$ cat src/verilog/icid_regs.svh
// Offsets, field positions and default values of the capability identification bank.
`ifndef ICID_REGS_SVH
`define ICID_REGS_SVH

// ==========================================================================
// Register byte offsets
`define ICID_OFF_TQS 12'h004
`define ICID_OFF_VPO 12'h008
`define ICID_OFF_FLV 12'h00c
`define ICID_OFF_IMP 12'h010
`define ICID_OFF_GAS 12'h014
`define ICID_OFF_MSB 11
`define ICID_ZERO32 32'h0000_0000

// ==========================================================================
// table_queue_size_id fields
`define ICID_TQS_TABLES 30
`define ICID_TQS_QUEUES 29
`define ICID_TQS_RELATIVE 28
`define ICID_TQS_TYPES 27
`define ICID_TQS_PERMS 26
`define ICID_TQS_CMDQ_HI 25
`define ICID_TQS_CMDQ_LO 21
`define ICID_TQS_EVTQ_HI 20
`define ICID_TQS_EVTQ_LO 16
`define ICID_TQS_PRQ_HI 15
`define ICID_TQS_PRQ_LO 11
`define ICID_TQS_SSID_HI 10
`define ICID_TQS_SSID_LO 6
`define ICID_TQS_SID_HI 5
`define ICID_TQS_SID_LO 0
`define ICID_QS_MAX 5'h13
`define ICID_SSID_MAX 5'h14
`define ICID_SID_MAX 6'h20

// ==========================================================================
// virtual_page_offset_id fields
`define ICID_VPO_HI 9
`define ICID_VPO_LO 0
`define ICID_VPAGE_BASE 32'h0002_0000
`define ICID_VPAGE_UNIT 32'h0001_0000

// ==========================================================================
// feature_level_id fields
`define ICID_FLV_BRK_HI 12
`define ICID_FLV_BRK_LO 11
`define ICID_FLV_RANGE 10
`define ICID_FLV_S2ATTR 8
`define ICID_FLV_PARTMON 7
`define ICID_FLV_PASID 5
`define ICID_FLV_HWATTR 3
`define ICID_FLV_HAD 2
`define ICID_BRK_L1 2'h1
`define ICID_BRK_L2 2'h2

// ==========================================================================
// granule_address_size_id fields
`define ICID_GAS_STALL_HI 31
`define ICID_GAS_STALL_LO 16
`define ICID_GAS_VEXT_HI 11
`define ICID_GAS_VEXT_LO 10
`define ICID_GAS_G64 6
`define ICID_GAS_G16 5
`define ICID_GAS_G4 4
`define ICID_GAS_OSIZE_HI 2
`define ICID_GAS_OSIZE_LO 0
`define ICID_VEXT_52 2'h1
`define ICID_OSIZE_52 3'h6
`define ICID_OSIZE_RSVD 3'h7

`endif

$ cat src/verilog/icid_pkg.sv
// Types shared by the capability identification bank.
package icid_pkg;
  // ==========================================================================
  // Register selector
  typedef enum {ICID_SEL_NONE, ICID_SEL_TQS, ICID_SEL_VPO, ICID_SEL_FLV, ICID_SEL_IMP,
    ICID_SEL_GAS} icid_sel_t;
  typedef logic [31:0] icid_word_t;
endpackage : icid_pkg

$ cat src/verilog/icid_bank.sv
// APB read-only capability identification register bank.
`timescale 1ns/1ps
`default_nettype none
`include "icid_regs.svh"

module icid_bank #(
  parameter logic TABLES_FIXED = 1'b0,
  parameter logic QUEUES_FIXED = 1'b0,
  parameter logic RELATIVE_BASE = 1'b0,
  parameter logic MEMTYPE_OVR = 1'b0,
  parameter logic PERM_OVR = 1'b0,
  parameter logic [4:0] CMDQ_LOG = 5'h08,
  parameter logic [4:0] EVTQ_LOG = 5'h08,
  parameter logic [4:0] PRQ_LOG = 5'h08,
  parameter logic [4:0] SSID_W = 5'h00,
  parameter logic [5:0] SID_W = 6'h10,
  parameter logic VPAGE_PRESENT = 1'b0,
  parameter logic [9:0] VPAGE_OFS = 10'h000,
  parameter logic [1:0] BREAK_LEVEL = 2'h1,
  parameter logic RANGE_INV = 1'b1,
  parameter logic S2_ATTR = 1'b0,
  parameter logic PART_MON = 1'b0,
  parameter logic PAGE_REQ = 1'b0,
  parameter logic PASID_USE = 1'b0,
  parameter logic PAGE_HWATTR = 1'b0,
  parameter logic STAGE1 = 1'b1,
  parameter logic DESC_DISABLE = 1'b1,
  // Arbitrary value, carries no maker meaning
  parameter logic [31:0] IMPL_WORD = 32'h0000_0000,
  parameter logic [15:0] STALL_LIMIT = 16'h0010,
  parameter logic [1:0] VIRT_EXT = 2'h0,
  parameter logic G64 = 1'b1,
  parameter logic G16 = 1'b0,
  parameter logic G4 = 1'b1,
  parameter logic TT32 = 1'b0,
  parameter logic [2:0] OUT_SIZE = 3'h5
) (
  // Clock and reset
  input wire logic CLOCK,
  input wire logic RSTN,
  // APB slave
  input wire logic PSEL,
  input wire logic PENABLE,
  input wire logic PWRITE,
  input wire logic [11:0] PADDR,
  input wire logic [31:0] PWDATA,
  input wire logic [3:0] PSTRB,
  output logic [31:0] PRDATA,
  output logic PREADY,
  output logic PSLVERR,
  // Live stall count of pending stall records
  input wire logic [15:0] STALL_COUNT,
  // Stall admission allowed while under the limit
  output logic STALL_ROOM
);

  // ==========================================================================
  // Field clamping and coupling functions
  function automatic logic [4:0] clamp_qs(input logic [4:0] v);
    clamp_qs = (v > `ICID_QS_MAX) ? `ICID_QS_MAX : v;
  endfunction : clamp_qs

  // Large granule is forced on when 52-bit sizes are claimed
  function automatic logic need_g64(input logic [1:0] ve, input logic [2:0] os);
    need_g64 = (ve == `ICID_VEXT_52) || (os == `ICID_OSIZE_52);
  endfunction : need_g64

  // ==========================================================================
  // Constant field values after legality fixes
  logic preset_any;
  logic [4:0] ssid_w;
  logic [5:0] sid_w;
  logic [1:0] brk_lvl;
  logic had;
  logic g64;
  logic [2:0] out_sz;
  logic [1:0] va_ext;
  logic pasid_flag;
  icid_pkg::icid_word_t w_tqs;
  icid_pkg::icid_word_t w_vpo;
  icid_pkg::icid_word_t w_flv;
  icid_pkg::icid_word_t w_gas;

  // Fix-ups keep illegal parameter mixes from ever being reported
  assign preset_any = TABLES_FIXED | QUEUES_FIXED;
  assign ssid_w = (SSID_W > `ICID_SSID_MAX) ? `ICID_SSID_MAX : SSID_W;
  assign sid_w = (SID_W > `ICID_SID_MAX) ? `ICID_SID_MAX : SID_W;
  assign brk_lvl = (BREAK_LEVEL > `ICID_BRK_L2) ? `ICID_BRK_L2 : BREAK_LEVEL;
  assign had = STAGE1 & (DESC_DISABLE | PAGE_HWATTR);
  assign va_ext = (VIRT_EXT > `ICID_VEXT_52) ? `ICID_VEXT_52 : VIRT_EXT;
  assign out_sz = (OUT_SIZE == `ICID_OSIZE_RSVD) ? `ICID_OSIZE_52 : OUT_SIZE;
  assign g64 = G64 | need_g64(va_ext, out_sz);
  assign pasid_flag = PASID_USE & PAGE_REQ & (ssid_w != 5'h00);

  // First size register
  always_comb
  begin
    w_tqs = `ICID_ZERO32;
    w_tqs[`ICID_TQS_TABLES] = TABLES_FIXED;
    w_tqs[`ICID_TQS_QUEUES] = QUEUES_FIXED;
    w_tqs[`ICID_TQS_RELATIVE] = RELATIVE_BASE & preset_any;
    w_tqs[`ICID_TQS_TYPES] = MEMTYPE_OVR;
    w_tqs[`ICID_TQS_PERMS] = PERM_OVR;
    w_tqs[`ICID_TQS_CMDQ_HI:`ICID_TQS_CMDQ_LO] = clamp_qs(CMDQ_LOG);
    w_tqs[`ICID_TQS_EVTQ_HI:`ICID_TQS_EVTQ_LO] = clamp_qs(EVTQ_LOG);
    w_tqs[`ICID_TQS_PRQ_HI:`ICID_TQS_PRQ_LO] = clamp_qs(PRQ_LOG);
    w_tqs[`ICID_TQS_SSID_HI:`ICID_TQS_SSID_LO] = ssid_w;
    w_tqs[`ICID_TQS_SID_HI:`ICID_TQS_SID_LO] = sid_w;
  end

  // Virtual page offset register
  always_comb
  begin
    w_vpo = `ICID_ZERO32;
    w_vpo[`ICID_VPO_HI:`ICID_VPO_LO] = VPAGE_PRESENT ? VPAGE_OFS : 10'h000;
  end

  // Feature level register
  always_comb
  begin
    w_flv = `ICID_ZERO32;
    w_flv[`ICID_FLV_BRK_HI:`ICID_FLV_BRK_LO] = brk_lvl;
    w_flv[`ICID_FLV_RANGE] = RANGE_INV;
    w_flv[`ICID_FLV_S2ATTR] = S2_ATTR;
    w_flv[`ICID_FLV_PARTMON] = PART_MON;
    w_flv[`ICID_FLV_PASID] = pasid_flag;
    w_flv[`ICID_FLV_HWATTR] = PAGE_HWATTR & STAGE1;
    w_flv[`ICID_FLV_HAD] = had;
  end

  // Granule and address size register
  always_comb
  begin
    w_gas = `ICID_ZERO32;
    w_gas[`ICID_GAS_STALL_HI:`ICID_GAS_STALL_LO] = STALL_LIMIT;
    w_gas[`ICID_GAS_VEXT_HI:`ICID_GAS_VEXT_LO] = va_ext;
    w_gas[`ICID_GAS_G64] = g64;
    w_gas[`ICID_GAS_G16] = G16;
    w_gas[`ICID_GAS_G4] = G4 | TT32;
    w_gas[`ICID_GAS_OSIZE_HI:`ICID_GAS_OSIZE_LO] = out_sz;
  end

  // ==========================================================================
  // Address decode
  function automatic icid_pkg::icid_sel_t decode(input logic [11:0] a);
    case (a)
      `ICID_OFF_TQS: decode = icid_pkg::ICID_SEL_TQS;
      `ICID_OFF_VPO: decode = icid_pkg::ICID_SEL_VPO;
      `ICID_OFF_FLV: decode = icid_pkg::ICID_SEL_FLV;
      `ICID_OFF_IMP: decode = icid_pkg::ICID_SEL_IMP;
      `ICID_OFF_GAS: decode = icid_pkg::ICID_SEL_GAS;
      default: decode = icid_pkg::ICID_SEL_NONE;
    endcase
  endfunction : decode

  icid_pkg::icid_sel_t sel;
  icid_pkg::icid_word_t rdata_next;
  logic setup;

  assign sel = decode(PADDR);
  assign setup = PSEL & ~PENABLE;

  // Read mux; writes decode like reads, but the words are constants so they can never alter a value
  always_comb
  begin
    case (sel)
      icid_pkg::ICID_SEL_TQS: rdata_next = w_tqs;
      icid_pkg::ICID_SEL_VPO: rdata_next = w_vpo;
      icid_pkg::ICID_SEL_FLV: rdata_next = w_flv;
      icid_pkg::ICID_SEL_IMP: rdata_next = IMPL_WORD;
      icid_pkg::ICID_SEL_GAS: rdata_next = w_gas;
      default: rdata_next = `ICID_ZERO32;
    endcase
  end

  // ==========================================================================
  // APB answer: ready in the access cycle, one wait-free transfer
  always_ff @(posedge CLOCK or negedge RSTN)
  begin
    if (!RSTN)
    begin
      PREADY <= 1'b0;
    end
    else
    begin
      PREADY <= setup;
    end
  end

  // Read data latched at setup; writes return zero and do nothing
  always_ff @(posedge CLOCK or negedge RSTN)
  begin
    if (!RSTN)
    begin
      PRDATA <= `ICID_ZERO32;
    end
    else if (setup)
    begin
      PRDATA <= PWRITE ? `ICID_ZERO32 : rdata_next;
    end
  end

  // Unmapped address flagged as error; writes to mapped registers are dropped silently
  always_ff @(posedge CLOCK or negedge RSTN)
  begin
    if (!RSTN)
    begin
      PSLVERR <= 1'b0;
    end
    else if (setup)
    begin
      PSLVERR <= (sel == icid_pkg::ICID_SEL_NONE);
    end
    else
    begin
      PSLVERR <= 1'b0;
    end
  end

  // ==========================================================================
  // Stall admission: room is high while the count sampled at the previous edge is under the limit
  always_ff @(posedge CLOCK or negedge RSTN)
  begin
    if (!RSTN)
    begin
      STALL_ROOM <= 1'b0;
    end
    else
    begin
      STALL_ROOM <= (STALL_COUNT < STALL_LIMIT);
    end
  end
endmodule : icid_bank
`default_nettype wire

$ cat config.mk
export PLATFORM = sky130hd
export DESIGN_NAME = icid_bank
export DESIGN_NICKNAME = d
export VERILOG_FILES = /design/src/verilog/icid_pkg.sv /design/src/verilog/icid_bank.sv
export VERILOG_INCLUDE_DIRS = /design/src /design/src/verilog
export SDC_FILE = /design/constraint.sdc
export NUM_CORES = 1
export LEC_CHECK = 0
export BUFFER_PORTS_ARGS = -buffer_cell sky130_fd_sc_hd__clkbuf_2
export CORE_ASPECT_RATIO = 1.1
export CORE_MARGIN = 3
export CORE_UTILIZATION = 27
export CTS_CLUSTER_SIZE = 28
export DETAILED_ROUTE_END_ITERATION = 6
export PLACE_DENSITY = 0.84
export REMOVE_ABC_BUFFERS = 1
export SETUP_SLACK_MARGIN = 0.05
export SYNTH_ARGS = -nofsm -noshare
export SYNTH_HDL_FRONTEND = slang
export SYNTH_SLANG_ARGS = --single-unit
$ cat constraint.sdc
create_clock -name CLOCK -period 0.8 [get_ports CLOCK]
set_input_delay 0.24 -clock CLOCK [delete_from_list [all_inputs] [get_ports CLOCK]]
set_output_delay 0.24 -clock CLOCK [all_outputs]
set_load 0.01 [all_outputs]
---- After elaboration in Yosys (flattened, before gate mapping) ----
Cells that the tools add are included.
operators by class
  $lt $le $gt $ge ......................... 1
  equal/unequal tests ..................... 8
  mux-type cells .......................... 4
  bitwise logic cells ..................... 2
  reduce and logical (&&, ||, !) cells .... 1
operators by type and width
  operator             count
  $pmux 25 s3          1
  $eq 32x3->1 const B  1
  $logic_not 32->1     1
  $mux 25              1
  $eq 12x4->1 const B  2
  $eq 12x5->1 const B  2
  $lt 16x5->1 const B  1
  $pmux 3 s5           1
  $eq 12x3->1 const B  1
  $eq 3x1->1 const B   1
  $eq 3x2->1 const B   1
  $and 1x1->1          1
  $mux 1               1
  $not 1->1            1
word-level totals
  register bits after elaboration ......... 35

---- Logic depth before layout (Yosys ltp) ----
  depth after elaboration ................. 5
  mapped depth ............................ 4
  gate-level depth less buffers ........... 3

---- Worst setup path after synthesis ----
No wires, ideal clock.
  kind .................................... input -> register
  start ................................... in PENABLE
  end ..................................... reg PRDATA[11]
  setup time .............................. 0.104 ns
  data arrival time ....................... 1.028 ns
  required time ........................... 0.696 ns
  slack ................................... -0.332 ns
  stages .................................. 4
  path buffers ............................ 1
  path through ............................ nand2b_4 buf_6 or3b_4 o41ai_2
on the way
  cells in the longest elaborated chain, start to end .. 2
RTL lines
  what                  RTL line          source
  from (decl)           icid_bank.sv:43   input wire logic PENABLE,
  $not 1->1             icid_bank.sv:161  assign setup = PSEL & ~PENABLE;
  $and 1x1->1           icid_bank.sv:161
  to (signal assigned)  icid_bank.sv:195  PRDATA <= `ICID_ZERO32;
  to (signal assigned)  icid_bank.sv:199  PRDATA <= PWRITE ? `ICID_ZERO32 : rdata_next;
  to (decl)             icid_bank.sv:48   output logic [31:0] PRDATA,
Every way passes these cells.
A chain may end at the register's enable or synchronous reset.

---- Final worst setup path ----
  start ................................... reg PRDATA[20]
  end ..................................... out PRDATA[20]
No word-level cell between the ends.

==> impl_metrics.ini <==
[pwr]
p_int_uw = 675.9
power.total_uw = 942.4
leakage_uw = 0.0004818
combPwrFrac_pct = 23.5
ir_worst_vdd_mv = 0.5079
switching_share_pct = 28.28
seqPwrFrac_pct = 43.6
powerDensity_nw_per_um2 = 1126
p_clk_share_pct = 32.9
switchingPower_uw = 266.5

[worst_setup_path]
reg2reg_from = PRDATA[2]
critPathKind = flop to output pin
crit_slowest_cell = dfrtp_1
reg2reg_setup_slack_ns = 0.05
ff2ff_path_depth = 3
arrival_ns = 0.80
cp_top_family = flip-flops
path_max_fanout = 4
endpoint_kind = output pin
path_cells = clkbuf_2
critPathBufInv = 1
cp_slowest_stage_delay_ns = 0.41
reg2reg_to = PRDATA[2]
start_kind = flop
crit_required_ns = 0.56

[global_route]
grt_usage_pct = 10.58
use_met2_pct = 19.09
grt_pass1_wl_um = 2270
antenna_found_initial = 0
grt_util_met3_pct = 3.753
top_usage_layer = met2
use_met1_pct = 10.08
grt_max_degree = 9
grt_pass1_vias = 558
overflow = 0

[layout]
n_fill_cell = 231
final_core_util_pct = 40.16
drive_above_1_share_pct = 52.73
layout.nets = 181
design_area_um2 = 837.1
n_antenna_cell = 0
syn_to_final_growth_pct = 35.43
regArea_um2 = 200.2
multi_input_area_um2 = 302.8

[flow_run]
drv_cap = 0

[timing]
period_share_pct = 130.1
period_minus_slack_ns = 1.041
grt_setup_unrepaired = yes
fmax_mhz = 960.6
timing.final.ws_setup_ns = -0.2411
drv_slew = 0
setup_viol = 18
hold_viol = 0
skew_ns = 0

[clocking]
h-tree-depth = 1
cts_tree = built
clock_path_buffers = 2
cts-root-buf = clkbuf_4
clk_latency_ns = 0.25
clk_pin_slew_worst_paths_ns = 0.06
numCtsBuffers = 3
clock_sinks = 8

[place]
portBuffers = 41
dpl.hpwl_um = 1308
placed_cell_area_um2 = 745.7
place.gp.congestion = 0.6926

[drt]
vias = 550
first_pass_iters = 2
totalWireLength_um = 1496
drc = 0
wl_per_cell_um = 10.84
via_per_inst = 3.986
drt_iter0_markers = 1
detail-route-antenna-nets = 0

[worst_hold_path]
min_path_type = input pin to flop
hold_path.startpoint = STALL_COUNT[10]
hold_depth = 3
hold-path-endpoint = STALL_ROOM

[die]
die_h_um = 56.18
core_area_um2 = 2085
std_cell_rows = 17
ios = 104
die_w_um = 51.62
start_util_pct = 29.65
dieArea_um2 = 2900

[status]
outcome = complete, but fails checks
violations = setup timing

[synthesis]
yosys_warnings = 0
synth_seq_area_share_pct = 32.39
ys_ff_latch = 8
ys_types = 22
syn_area_per_cell_um2 = 9.225
syn_area_um2 = 618.1
syn_inst = 67
-- layout make-up --
type	count	area share [%]
tap	28	4.185
sequential	8	23.92
inverter	3	1.345
multi-input combinational	49	36.17
timing repair buffer	47	31.69
clock buffer	3	2.691
-- stage by stage --
stage | setup slack (ns) | setup TNS, ns | hold WS (ns) | std cells
2_1_floorplan | -0.2918 | -0.9156 | -0.05559 | 60
3_3_place_gp | -0.4103 | -1.828 | 0.09240 | 132
3_5_place_dp | -0.5821 | -2.517 | 0.09931 | 132
4_1_cts | -0.2505 | -3.423 | 0.2546 | 138
5_1_grt | -0.2720 | -3.781 | 0.2646 | 138
6_report | -0.2411 | -3.275 | 0.2658 | 138
-- how the worst max path moves through the flow --
stage / endpoint / slack (ns) / cells after the start / from
floorplan: PRDATA[11] / -0.29 / 3 / PADDR[11]
CTS: PRDATA[10] / -0.25 / 1 / PRDATA[11]
global placement: PRDATA[11] / -0.41 / 4 / PADDR[11]
detailed placement: PRDATA[11] / -0.58 / 4 / PADDR[11]
global route: PRDATA[11] / -0.27 / 1 / PRDATA[11]
finish: PRDATA[20] / -0.24 / 1 / PRDATA[20]
-- per-layer routing --
layer  part of all wire, %  routed length [um]  up-vias
li1                      -                   -      267
met4                  0.87                  13        0
met5                     0                   0        -
met3                    15                 229        2
met1                    32                 473      238
met2                    52                 779       43
-- cell usage in the layout, fill, tap and decap left out, types with 2 or more instances in the layout --
master,n
clkbuf_2,39
conb_1,22
dfrtp_1,8
nand2_1,6
buf_4,5
inv_1,3
nor4_1,3
clkbuf_4,3
nor3_2,2
nor4b_1,2
o21ai_1,2
buf_6,2
-- timing repair --
action,in CTS,in global routing
cloned,0,0
resized for setup,6,4
hold endpoints to repair,8,0
endpoints found under the setup margin,19,19
setup buffers,2,0
pin swaps,6,3
hold buffers,1,0
-- synth_stat cells --
master	number	area, um^2
a21oi_1	1	5.000
a41oi_1	1	8.760
and3_1	1	6.260
buf_4	27	202.7
buf_6	1	11.26
conb_1	1	3.750
dfrtp_1	8	200.2
inv_1	3	11.26
nand2_1	6	22.52
nand2b_4	1	13.76
nand3_1	1	5.000
nand4_1	1	6.260
nor2_1	1	3.750
nor3_1	2	10.01
nor4_1	3	18.77
nor4_2	1	12.51
nor4b_1	2	17.52
o21ai_0	2	10.01
o31ai_2	1	12.51
o41ai_2	1	16.27
or3b_4	1	11.26
xnor2_1	1	8.760
-- flip-flops by register name (all words and copies together) (netlist names) --
register and count:
PRDATA 5, PREADY 1, PSLVERR 1, STALL_ROOM 1
-- power by group through the flow --
stage          Clock [uW]  Combinational, uW  Sequential [uW]
2_1_floorplan           0               80.6              422
4_1_cts               324                211              411
6_report              310                221              411
3_3_place_gp            0                190              418
5_1_grt               340                243              412
3_5_place_dp            0                195              419
-- cell families (layout without fill, tap and decap cells) --
group,Yosys count,in the layout,share of synthesized area [%]
xor+xnor,1,1,1.417
compound gates,6,6,8.502
flops,8,8,32.39
buf+inv,31,53,36.44
other cells,1,22,0.6067
simple gates,20,20,20.65
No activity file was read; power rests on OpenSTA's default activity.
